<file path="src/rtl/acf_pkg.sv">
// Purpose: shared constants and types for the audio converter front end
// Assumes: one clock, the modulator clock, with one modulator bit per edge
// Notes: pcm words are signed two's complement
package acf_pkg;

  localparam int unsigned MOD_CLK_HZ = 2048000;
  localparam int unsigned PCM_RATE_HZ = 32000;
  localparam int unsigned OSR = MOD_CLK_HZ / PCM_RATE_HZ;
  localparam int unsigned OSR_W = $clog2(OSR);
  localparam int unsigned PCM_W = 16;
  localparam int unsigned ACC_W = 24;
  localparam int unsigned DLY_MAX = 16;
  localparam int unsigned DLY_W = $clog2(DLY_MAX);
  localparam int unsigned ATT_W = 3;
  localparam logic [OSR_W-1:0] PHASE_LAST = OSR_W'(OSR - 1);

  typedef enum logic [2:0] {
    ACF_MODE_MIC_OMNI,
    ACF_MODE_REAR_ONLY,
    ACF_MODE_DIRECTIONAL,
    ACF_MODE_TWO_MIC_OMNI,
    ACF_MODE_DIRECT_AUDIO,
    ACF_MODE_PICKUP,
    ACF_MODE_MIC_PICKUP,
    ACF_MODE_MIC_DIRECT
  } acf_mode_e;

  typedef struct packed {
    logic first_microphone_input;
    logic second_microphone_input;
    logic induction_pickup_input;
    logic direct_audio_input;
  } acf_pdm_s;

  typedef struct packed {
    acf_mode_e mode;
    logic [DLY_W-1:0] delay;
    logic [ATT_W-1:0] atten;
  } acf_cfg_s;

endpackage

</file>
<file path="src/rtl/acf_front_end.sv">
// Purpose: converter front end: pdm decimation, source mixing, pcm to pdm output
// Assumes: all inputs synchronous to sys_clk; sys_clk is the 2.048 MHz modulator clock
// Notes: the same 64-bit frame drives both paths, so input and output rates match
//
// Function
// - accept one pdm bit per modulator clock from each second-order modulator
// - decimate the pdm stream into pcm words at the 32 kHz rate
// - convert incoming pcm with a digital third-order noise-shaping modulator
// - emit 64 output bits for each pcm word consumed
// - drive the h-bridge as a complementary differential pair out of reset; both legs are held low in reset
// - front-end mode selects one of eight source combinations
// - accept four sources: two microphones, induction pickup, direct audio
// - two-microphone omni sums both microphones into one signal
// - attenuate the microphone by a configurable shift when mixing other sources
// - directional mode subtracts delayed rear microphone from front microphone
// - two-mic omni adds delayed front microphone to rear microphone
`timescale 1ns/100ps
module acf_front_end import acf_pkg::*; #(
  parameter int unsigned PW = PCM_W
) (
  // clock and reset
  input wire logic sys_clk,
  input wire logic srst,
  // configuration
  input wire acf_cfg_s cfg,
  // modulator bitstreams
  input wire acf_pdm_s pdm_in,
  // decimated pcm towards the dsp core
  output logic [PW-1:0] pcm_out,
  output logic pcm_out_valid,
  // pcm from the dsp core, taken on the frame boundary
  input wire logic [PW-1:0] pcm_in,
  output logic pcm_in_take,
  // h-bridge drive
  output logic hb_pos,
  output logic hb_neg
);

  // ****************************************
  // decimator: boxcar integrate and dump
  // ****************************************
  // a single-stage sinc filter keeps area low; aliasing is traded for size
  logic [OSR_W-1:0] phase_q, phase_d;
  logic [OSR_W:0] cnt_q [4], cnt_d [4];
  logic signed [PW-1:0] src_q [4], src_d [4];
  logic frame_end;
  logic [3:0] pdm_bits;
  // declared here because the delay lines below shift on it
  logic pcm_valid_q, pcm_valid_d;

  assign pdm_bits = pdm_in;
  assign frame_end = (phase_q == PHASE_LAST);

  always_comb begin
    phase_d = phase_q + OSR_W'(1);
    if (srst) begin
      phase_d = '0;
    end
  end

  // source index 3..0: first mic, second mic, pickup, direct audio
  for (genvar s = 0; s < 4; s++) begin : g_dec
    always_comb begin
      // the bit of the last phase closes this frame and must not open the next
      cnt_d[s] = frame_end ? (OSR_W+1)'(0) : cnt_q[s] + (OSR_W+1)'(pdm_bits[s]);
      src_d[s] = src_q[s];
      if (frame_end) begin
        // ones count 0..64 maps to a bipolar value around zero
        src_d[s] = PW'($signed({1'b0, cnt_q[s] + (OSR_W+1)'(pdm_bits[s])})
                   - $signed({1'b0, (OSR_W+1)'(OSR/2)})) <<< (PW - OSR_W - 1);
      end
      if (srst) begin
        cnt_d[s] = '0;
        src_d[s] = '0;
      end
    end
    always_ff @(posedge sys_clk) begin
      cnt_q[s] <= cnt_d[s];
      src_q[s] <= src_d[s];
    end
  end

  // ****************************************
  // delay lines for the two-microphone modes
  // ****************************************
  logic signed [PW-1:0] first_microphone_input_dl_q [DLY_MAX], second_microphone_input_dl_q [DLY_MAX];
  logic signed [PW-1:0] first_microphone_input_dl_d [DLY_MAX], second_microphone_input_dl_d [DLY_MAX];

  for (genvar i = 0; i < DLY_MAX; i++) begin : g_dl
    // clamped so that stage 0 never names an index below the array
    localparam int PREV = (i == 0) ? 0 : i - 1;
    always_comb begin
      first_microphone_input_dl_d[i] = first_microphone_input_dl_q[i];
      second_microphone_input_dl_d[i] = second_microphone_input_dl_q[i];
      if (pcm_valid_q) begin
        first_microphone_input_dl_d[i] = (i == 0) ? src_q[3] : first_microphone_input_dl_q[PREV];
        second_microphone_input_dl_d[i] = (i == 0) ? src_q[2] : second_microphone_input_dl_q[PREV];
      end
      if (srst) begin
        first_microphone_input_dl_d[i] = '0;
        second_microphone_input_dl_d[i] = '0;
      end
    end
    always_ff @(posedge sys_clk) begin
      first_microphone_input_dl_q[i] <= first_microphone_input_dl_d[i];
      second_microphone_input_dl_q[i] <= second_microphone_input_dl_d[i];
    end
  end

  // ****************************************
  // front-end mode mixer
  // ****************************************
  logic signed [PW-1:0] mix_q, mix_d;
  logic signed [PW:0] sum;
  logic signed [PW-1:0] front, rear, front_dly, rear_dly, mic_att;

  always_comb begin
    // delay 0 uses the live sample, otherwise tap delay-1 of the history
    front = src_q[3];
    rear = src_q[2];
    front_dly = (cfg.delay == '0) ? front : first_microphone_input_dl_q[cfg.delay - DLY_W'(1)];
    rear_dly = (cfg.delay == '0) ? rear : second_microphone_input_dl_q[cfg.delay - DLY_W'(1)];
    mic_att = front >>> cfg.atten;
    // two-source sums are formed one bit wider and halved so they cannot overflow the word
    unique case (cfg.mode)
      ACF_MODE_MIC_OMNI: sum = {front[PW-1], front};
      ACF_MODE_REAR_ONLY: sum = {rear[PW-1], rear};
      ACF_MODE_DIRECTIONAL: sum = ((PW+1)'(front) - (PW+1)'(rear_dly)) >>> 1;
      ACF_MODE_TWO_MIC_OMNI: sum = ((PW+1)'(front_dly) + (PW+1)'(rear)) >>> 1;
      ACF_MODE_DIRECT_AUDIO: sum = {src_q[0][PW-1], src_q[0]};
      ACF_MODE_PICKUP: sum = {src_q[1][PW-1], src_q[1]};
      ACF_MODE_MIC_PICKUP: sum = ((PW+1)'(mic_att) + (PW+1)'(src_q[1])) >>> 1;
      ACF_MODE_MIC_DIRECT: sum = ((PW+1)'(mic_att) + (PW+1)'(src_q[0])) >>> 1;
    endcase
    pcm_valid_d = frame_end;
    mix_d = pcm_valid_q ? sum[PW-1:0] : mix_q;
    if (srst) begin
      pcm_valid_d = 1'b0;
      mix_d = '0;
    end
  end

  always_ff @(posedge sys_clk) begin
    phase_q <= phase_d;
    pcm_valid_q <= pcm_valid_d;
    mix_q <= mix_d;
  end

  logic out_valid_q, out_valid_d;
  always_comb begin
    out_valid_d = pcm_valid_q && !srst;
  end
  always_ff @(posedge sys_clk) begin
    out_valid_q <= out_valid_d;
  end
  assign pcm_out = mix_q;
  assign pcm_out_valid = out_valid_q;

  // ****************************************
  // output modulator: third-order error feedback
  // ****************************************
  // cascade of three integrators with scaled single-bit feedback; all noise
  // poles sit at 0.75 so the peak noise gain stays near 1.5, which a one-bit
  // quantiser tolerates; unit feedback everywhere would put poles outside the
  // unit circle. inputs must stay below roughly half scale
  localparam int FULL_SCALE = 2 ** (PW - 1);
  localparam int I1_SHIFT = 6;
  localparam int FB2_SH_A = 3;
  localparam int FB2_SH_B = 4;
  localparam int FB3_SH_A = 1;
  localparam int FB3_SH_B = 2;
  logic signed [PW-1:0] hold_q, hold_d;
  logic signed [ACC_W-1:0] i1_q, i2_q, i3_q, i1_d, i2_d, i3_d, fb, fb2, fb3;
  logic bit_q, bit_d, take_q, take_d;

  always_comb begin
    hold_d = frame_end ? pcm_in : hold_q;
    take_d = frame_end;
    fb = bit_q ? ACC_W'(FULL_SCALE) : ACC_W'(-FULL_SCALE);
    // feedback weights 3/16 and 3/4 from shifts; first stage weight 1/64
    fb2 = (fb >>> FB2_SH_A) + (fb >>> FB2_SH_B);
    fb3 = (fb >>> FB3_SH_A) + (fb >>> FB3_SH_B);
    i1_d = i1_q + ACC_W'(hold_q) - fb;
    i2_d = i2_q + (i1_q >>> I1_SHIFT) - fb2;
    i3_d = i3_q + i2_q - fb3;
    bit_d = !i3_d[ACC_W-1];
    if (srst) begin
      hold_d = '0;
      take_d = 1'b0;
      i1_d = '0;
      i2_d = '0;
      i3_d = '0;
      bit_d = 1'b0;
    end
  end

  always_ff @(posedge sys_clk) begin
    hold_q <= hold_d;
    take_q <= take_d;
    i1_q <= i1_d;
    i2_q <= i2_d;
    i3_q <= i3_d;
    bit_q <= bit_d;
  end

  logic pos_q, neg_q, pos_d, neg_d;
  always_comb begin
    pos_d = bit_q;
    neg_d = !bit_q;
    if (srst) begin
      pos_d = 1'b0;
      neg_d = 1'b0;
    end
  end
  always_ff @(posedge sys_clk) begin
    pos_q <= pos_d;
    neg_q <= neg_d;
  end
  assign hb_pos = pos_q;
  assign hb_neg = neg_q;
  assign pcm_in_take = take_q;

  // ****************************************
  // checks
  // ****************************************
  valid_spacing_a: assert property (@(posedge sys_clk) disable iff (srst)
    $rose(pcm_out_valid) |=> !pcm_out_valid [*8])
    else $error("sample valid repeated too soon");
  valid_period_a: assert property (@(posedge sys_clk) disable iff (srst)
    pcm_out_valid && $past(pcm_out_valid, 1) == 1'b0 |-> ##64 pcm_out_valid)
    else $error("sample valid not every 64 clocks");
  take_period_a: assert property (@(posedge sys_clk) disable iff (srst)
    pcm_in_take |-> ##64 pcm_in_take)
    else $error("pcm word not consumed every 64 bits");
  take_phase_a: assert property (@(posedge sys_clk) disable iff (srst)
    pcm_in_take |-> ##1 pcm_out_valid)
    else $error("input and output frames out of step");
  bridge_pair_a: assert property (@(posedge sys_clk) disable iff (srst)
    ##1 !$past(srst) |-> hb_pos != hb_neg)
    else $error("h-bridge outputs not complementary");
  bridge_follow_a: assert property (@(posedge sys_clk) disable iff (srst)
    !$past(srst) |=> hb_pos == $past(bit_q))
    else $error("h-bridge not following modulator bit");
  phase_wrap_a: assert property (@(posedge sys_clk) disable iff (srst)
    frame_end |=> phase_q == '0)
    else $error("frame phase did not wrap");
  mix_hold_a: assert property (@(posedge sys_clk) disable iff (srst)
    !pcm_out_valid && !$past(pcm_valid_q) |-> $stable(pcm_out))
    else $error("pcm output changed between samples");

endmodule // acf_front_end

</file>
<file path="config.mk">
export PLATFORM = sky130hd
export DESIGN_NAME = acf_front_end
export DESIGN_NICKNAME = d
export VERILOG_FILES = /design/src/rtl/acf_pkg.sv /design/src/rtl/acf_front_end.sv
export SDC_FILE = /design/constraint.sdc
export NUM_CORES = 1
export LEC_CHECK = 0
export BUFFER_PORTS_ARGS = -buffer_cell sky130_fd_sc_hd__buf_2
export CORE_UTILIZATION = 30
export CTS_CLUSTER_DIAMETER = 100
export CTS_CLUSTER_SIZE = 14
export DETAILED_ROUTE_END_ITERATION = 16
export GPL_TIMING_DRIVEN = 0
export PLACE_DENSITY = 0.56
export SYNTH_ARGS = -nofsm -noshare
export SYNTH_HDL_FRONTEND = slang
export SYNTH_SLANG_ARGS = --single-unit
</file>
<file path="constraint.sdc">
create_clock -name sys_clk -period 4.8 [get_ports sys_clk]
set_input_delay 0.96 -clock sys_clk [delete_from_list [all_inputs] [get_ports sys_clk]]
set_output_delay 0.96 -clock sys_clk [all_outputs]
set_load 0.02 [all_outputs]
</file>
[Word level (Yosys, flattened, before mapping)]
Memories as Yosys holds them, arrays and structs flattened.
Index checks and enable logic that the tools add are counted.
W data, S select, Z words.
Storage, ports and cells
  logic and storage cells: 137
  RAM bits: 604
  input port bits: 32
  register bits after elaboration: 115
  output and inout bits: 20
  memories: 4
Memory list
  first_microphone_input_dl_q: words 16, bits a word 16, read ports 16, clocked after Yosys merged registers in 0, wr ports 16, RTL line acf_front_end.sv:86  | logic signed [PW-1:0] first_microphone_input_dl_q [DLY_MAX], second_microphone_input_dl_q [DLY_MAX];
  second_microphone_input_dl_q: words 16, bits a word 16, read ports 16, clocked after Yosys merged registers in 0, wr ports 16, RTL line acf_front_end.sv:86
  src_q: words 4, bits a word 16, read ports 4, clocked after Yosys merged registers in 0, wr ports 4, RTL line acf_front_end.sv:45  | logic signed [PW-1:0] src_q [4], src_d [4];
  cnt_q: words 4, bits a word 7, read ports 4, clocked after Yosys merged registers in 0, wr ports 4, RTL line acf_front_end.sv:44  | logic [OSR_W:0] cnt_q [4], cnt_d [4];
Operators by class
  muxes and demuxes: 84
  equal/unequal tests: 9
  $add $sub $neg: 22
  reduce and logical (&&, ||, !) cells: 6
  shifts and indexed selects: 1
Operators by type and width (number)
  $mux W16: 74
  $pmux W16 S8: 1
  $mux W7: 8
  $add A16 B16 Y17: 3
  $sub A24 B24 Y24: 2
  $add A7 B1 Y7: 4
  $sub A7 B6 Y7 const B: 4
  $add A23 B22 Y24: 1
  $add A24 B16 Y24: 1
  $add A24 B18 Y24: 1
  $add A24 B24 Y24: 1
  $mux W24: 1
  $sub A24 B22 Y24: 1
  $add A21 B20 Y22: 1
  $sub A16 B16 Y17: 1
  $sshr A16 B3 Y16: 1
  $eq A3 B3 Y1 const B: 4
  $add A6 B1 Y6 const B: 1
  $eq A3 B2 Y1 const B: 2
  $eq A6 B6 Y1 const B: 1
  $logic_not A4 Y1: 1
  $sub A4 B1 Y4 const B: 1
  $eq A3 B1 Y1 const B: 1
  $logic_not A1 Y1: 3
  3 further kinds: 3

[Logic depth before layout (Yosys ltp)]
An unclocked memory read counts as a cell.
  word-level depth: 5
  mapped depth: 22
  gate-level depth less buffers: 17

[Worst setup path after synthesis]
OpenSTA, ideal clock, no wires.
  kind: input -> register
  start point: in cfg[3] in the netlist's numbering
  end point: reg mix_q[13], in the netlist pcm_out[13]
  library setup time: 0.118 ns
  required time: 4.682 ns
  setup slack: -0.266 ns
  arrival: 4.948 ns
  stages on the path: 20
  buffers on the path: 6
  path through: buf_2 -> buf_2 -> buf_2 -> inv_1 -> ha_1 -> buf_2 -> clkbuf_1 -> buf_1 -> mux4_2 -> mux2i_1 -> a211oi_1 -> a21oi_1 -> ha_1 -> o21a_1 -> o31a_1 -> o21ai_0 -> o32a_1 -> o221ai_1 -> o221ai_1 -> nand2_1
Between the ends
  longest elaborated chain between the ends: 5
  elaborated cells on any way between the ends: 9
  classes of those cells: add/sub (3); mux (3); reduce/logical (1); memory (2)
RTL lines
  start, declared: RTL line acf_front_end.sv:25  | input wire acf_cfg_s cfg,
  $sub A4 B1 Y4: RTL line acf_front_end.sv:121, acf_front_end.sv:122
  $mem_v2 Z16 W16
  $mux W16 (on tied branches): RTL line acf_front_end.sv:121, acf_front_end.sv:122
  $add A16 B16 Y17 / $sub A16 B16 Y17 (equally long branches): RTL line acf_front_end.sv:129, acf_front_end.sv:128
  $pmux W16 S8 *: RTL line acf_front_end.sv:125  | unique case (cfg.mode)
  end signal, assigned: RTL line acf_front_end.sv:146  | mix_q <= mix_d;
  end, declared: RTL line acf_front_end.sv:113  | logic signed [PW-1:0] mix_q, mix_d;
Every way passes the cells marked *; elsewhere a longest branch is shown, timed or not.
A chain may end at the register's enable or synchronous reset.

[Final worst setup path]
  start point: in cfg[3] in the netlist's numbering
  end point: reg mix_q[14], in the netlist pcm_out[14]
The elaborated chain is that of the path after synthesis.

==> run_results.csv <==
group,metric,value,unit
run_status,outcome,"finished clean",
clock_tree,clk-insertion-delay-late,0.56,ns
yosys,synth_edf_count,14,
clock_tree,cts_max_level,2,
drt,drt_wl_total,58000,um
die,die_w,270,um
setup_path,max_stage_delay,0.51,ns
setup_path,r2r_setup_slack,0.69,ns
worst_hold_path,min_path_type,"flop to flop",
yosys,ys_seq_area_share,37.2,%
yosys,yosysUniqueCellTypes,69,
setup_path,worstPathMaxFanout,10,
flow_run,maxCapViolCount,0,
global_routing,antenna_found_initial,0,
placement,placed_cells_incl_taps,3312,
power,seqPwrFrac,31.5,%
global_routing,grt_overflow,0,
yosys,syn_area,21600,sq um
power,cellLeakagePower,9.21,nW
setup_path,cp.arrival,5.16,ns
yosys,synth_fp_nets,2530,
global_routing,grt_pass1_vias,16700,
setup_path,r2r-start,"i2_q[1]$_SDFF_PP0_",
die,rows,97,
power,finalPower,11.7,mW
power,p_comb_share,44.0,%
power,power_density,480,nW/um^2
clock_tree,clk_path_buf_depth,3,
setup_path,crit_type,"primary input to flop",
drt,first_pass_iters,5,
yosys,synth_simple_gate_area_share,14.3,%
clock_tree,cts_setup_buffers,0,
setup_path,path_cells,"buf_4 -> buf_8 -> buf_12 -> buf_6 -> inv_1 -> ha_4 -> xor2_4 -> clkbuf_4 -> buf_4 -> a211oi_1 -> a211oi_1 -> a21oi_1 -> ha_1 -> o21ai_0 -> a21oi_2 -> o21ai_0 -> o31a_1 -> o21ai_0 -> nor4_1 -> o21ai_0",
placement,place_ws,-1.99,ns
timing,tightest_slew,0.877,ns
cells_and_area,regArea,8030,sq um
yosys,ys_async_sr_fraction,0,%
clock_tree,cts.sinks,394,
drt,wl_per_cell,17.2,um
cells_and_area,layout_commonest_cell,"dfxtp_1",
setup_path,start_kind,"primary input",
yosys,synth_xor_area_share,3.57,%
yosys,syn_inst,2324,
clock_tree,root_buffer,"clkbuf_16",
timing,finalHoldViolCount,0,
die,die_area,73000,sq um
yosys,synth_seq_cells,394,
cells_and_area,final_net_count,2617,
drt,vias_per_cell,4.96,
power,ir_drop,0.000312,V
timing,setup_viol,0,
yosys,synthAdderAreaFrac,11.3,%
die,dieHeight,270,um
yosys,synth_compound_area_share,10.6,%
power,intPower,7.15,mW
die,core-area,70600,sq um
setup_path,crit_top_cell,"o21ai_0",
setup_path,crit_path_end,"pcm_out[14]$_SDFFE_PP0P_",
setup_path,critPathRequiredTime,5.23,ns
drt,vias,16700,
timing,timing.fmax,211,MHz
cells_and_area,final_cell_mix,"dfxtp_1, nor2_1, mux2i_1, inv_1, nand2_1",
drt,drc_errors,0,
timing,fin_worst_skew,0.0190,ns
timing,worst_slack,0.0712,ns
yosys,ys_warn_count,0,
placement,io_buffer_count,48,
die,ioPinCount,52,
timing,rsz0062_at_grt,"yes",
timing,maxSlewHeadroom,40.1,%
setup_path,endpoint_kind,"flop",
global_routing,track_usage,15.8,%
timing,whs,0.451,ns
placement,dp_hpwl,43900,um
global_routing,grt_start_max_net_pins,31,
cells_and_area,fin_cells,3367,
yosys,synthFlopType,"dfxtp_1",
timing,final_max_slew_viol_count,0,
cells_and_area,antennaDiodeCount,0,
power,switching_power,4.53,mW
drt,antenna_left,0,
clock_tree,clk_pin_slew,0.07,ns
global_routing,grt_pass1_wl,92300,um
cells_and_area,synthToLayoutAreaGrowth,12.9,%
setup_path,reg2reg_depth,10,
timing,tns,0,ns
clock_tree,cts_tree,"done",
placement,place_congestion,0.885,
setup_path,reg2reg_to,"i3_q[22]$_SDFF_PP0_",
drt,drt_iter0_markers,1093,
yosys,synth_top_family_by_area,"multiplexers",
cells_and_area,drive_above_1_share,9.31,%
cells_and_area,fillers,7324,
clock_tree,cts_buffers,37,
yosys,synthMuxAreaShare,18.2,%
setup_path,cp_slowest_cell,"a211oi_1",
power,swShare,38.8,%
timing,period_needed,4.73,ns
yosys,synth.avg_cell_area,9.28,sq um
power,clockPowerShare,24.4,%
cells_and_area,multiInputGateArea,12600,sq um
die,initial_core_util,30.5,%
setup_path,startpoint,"cfg[3]",
timing,fin_crit_sh,98.5,%
synthesized netlist by cell type (3+ instances only):
master / n / area, sq um
o21bai_1: 7 / 52.6
a21o_1: 19 / 143
or2_2: 5 / 31.3
edfxtp_1: 14 / 420
nor4_1: 7 / 43.8
and3_1: 13 / 81.3
nor2b_1: 45 / 282
o31a_1: 4 / 35.0
nand2_1: 147 / 552
o31ai_1: 6 / 45.0
mux2i_1: 237 / 2370
inv_1: 163 / 612
o221ai_1: 8 / 70.1
fa_1: 34 / 681
a211oi_1: 38 / 285
nand2b_1: 25 / 156
nor3_1: 24 / 120
o21a_1: 18 / 135
nor2_1: 364 / 1370
xnor2_1: 45 / 394
mux4_2: 56 / 1260
a21oi_1: 136 / 681
o211ai_1: 9 / 67.6
dfxtp_1: 380 / 7610
buf_1: 31 / 116
or3_1: 7 / 43.8
buf_2: 8 / 40.0
and2_1: 9 / 56.3
ha_1: 140 / 1750
xor2_1: 43 / 377
o41ai_1: 3 / 26.3
a31oi_1: 6 / 37.5
nor3b_1: 5 / 37.5
nand4_1: 6 / 37.5
clkbuf_1: 75 / 282
a211o_1: 3 / 26.3
mux2_2: 26 / 293
o21ai_0: 83 / 415
nand3_1: 39 / 195
critical path, delay by kind of cell:
| family | cells | cell delay, ns |
|---|---|---|
| AO/OA/AOI/OAI | 9 | 1.62 |
| XOR/XNOR | 1 | 0.29 |
| adder cells (fa/ha/maj) | 2 | 0.55 |
| buffers and inverters | 7 | 1.39 |
| AND/OR/NAND/NOR | 1 | 0.31 |
routing by layer:
metal,GRT usage [%],vias to the layer above,share of wire (%)
met3,2.06,76,4.1
met2,27.5,335,48
li1,-,8182,-
met1,20.5,8112,45
met5,0,-,0
met4,4.16,0,2.3
through the flow:
| step | instance area (sq um) | utilization [%] |
|---|---|---|
| final | 24300 | 34.5 |
| after global routing | 24300 | 34.5 |
| after floorplan | 21600 | - |
| after CTS | 24300 | 34.4 |
| after detailed placement | 23000 | 32.6 |
| after global placement | 23000 | 32.6 |
how the worst min path moves through the flow:
| stage | to | from | cells past startpoint | slack, ns |
|---|---|---|---|---|
| finish | phase_q[0]$_SDFF_PP0_ | phase_q[0]$_SDFF_PP0_ | 1 | 0.45 |
| global route | pcm_out[10]$_SDFFE_PP0P_ | pcm_out[10]$_SDFFE_PP0P_ | 2 | 0.48 |
| CTS | phase_q[0]$_SDFF_PP0_ | phase_q[0]$_SDFF_PP0_ | 1 | 0.45 |
| detailed placement | phase_q[0]$_SDFF_PP0_ | phase_q[0]$_SDFF_PP0_ | 1 | 0.44 |
| global placement | phase_q[0]$_SDFF_PP0_ | phase_q[0]$_SDFF_PP0_ | 1 | 0.44 |
| floorplan | phase_q[0]$_SDFF_PP0_ | phase_q[0]$_SDFF_PP0_ | 1 | 0.42 |
cell type report:
class | count | area share [%]
tap | 940 | 4.83
buffer | 115 | 2.33
clock buffer | 47 | 4.25
inverter | 163 | 2.51
sequential | 394 | 33.0
clock inverter | 8 | 0.313
multi-input combinational | 1652 | 51.8
timing repair buffer | 48 | 0.997
flip-flops by register name, indices dropped and copies added, names as in the netlist, 6 cells and up:
signal,flops
first_microphone_input_dl_q,112
second_microphone_input_dl_q,112
cnt_q,28
src_q,28
i1_q,24
i2_q,24
i3_q,24
hold_q,16
pcm_out,15
phase_q,6
kinds of logic (layout without fill, tap and decap cells):
family          Yosys count  count (layout)
simple gates            704             704
flops                   394             394
compound gates          366             366
mux                     319             319
buf+inv                 278             381
fa+ha+maj               174             174
xor+xnor                 88              88
other cells               1               1
what timing repair did:
item	4_1_cts	5_1_grt
gates resized for setup	40	12
pin swaps	3	1
hold buffers	0	0
endpoints found under the setup margin	8	5
power by group through the flow:
stage	Combinational, mW	Sequential (mW)	Clock, mW
after global routing	5.82	3.72	3.06
after detailed placement	5.05	3.77	0
after floorplan	3.97	3.72	0
final	5.14	3.68	2.85
after CTS	5.12	3.69	2.93
after global placement	4.99	3.76	0
(Power assumes the default switching activity.)
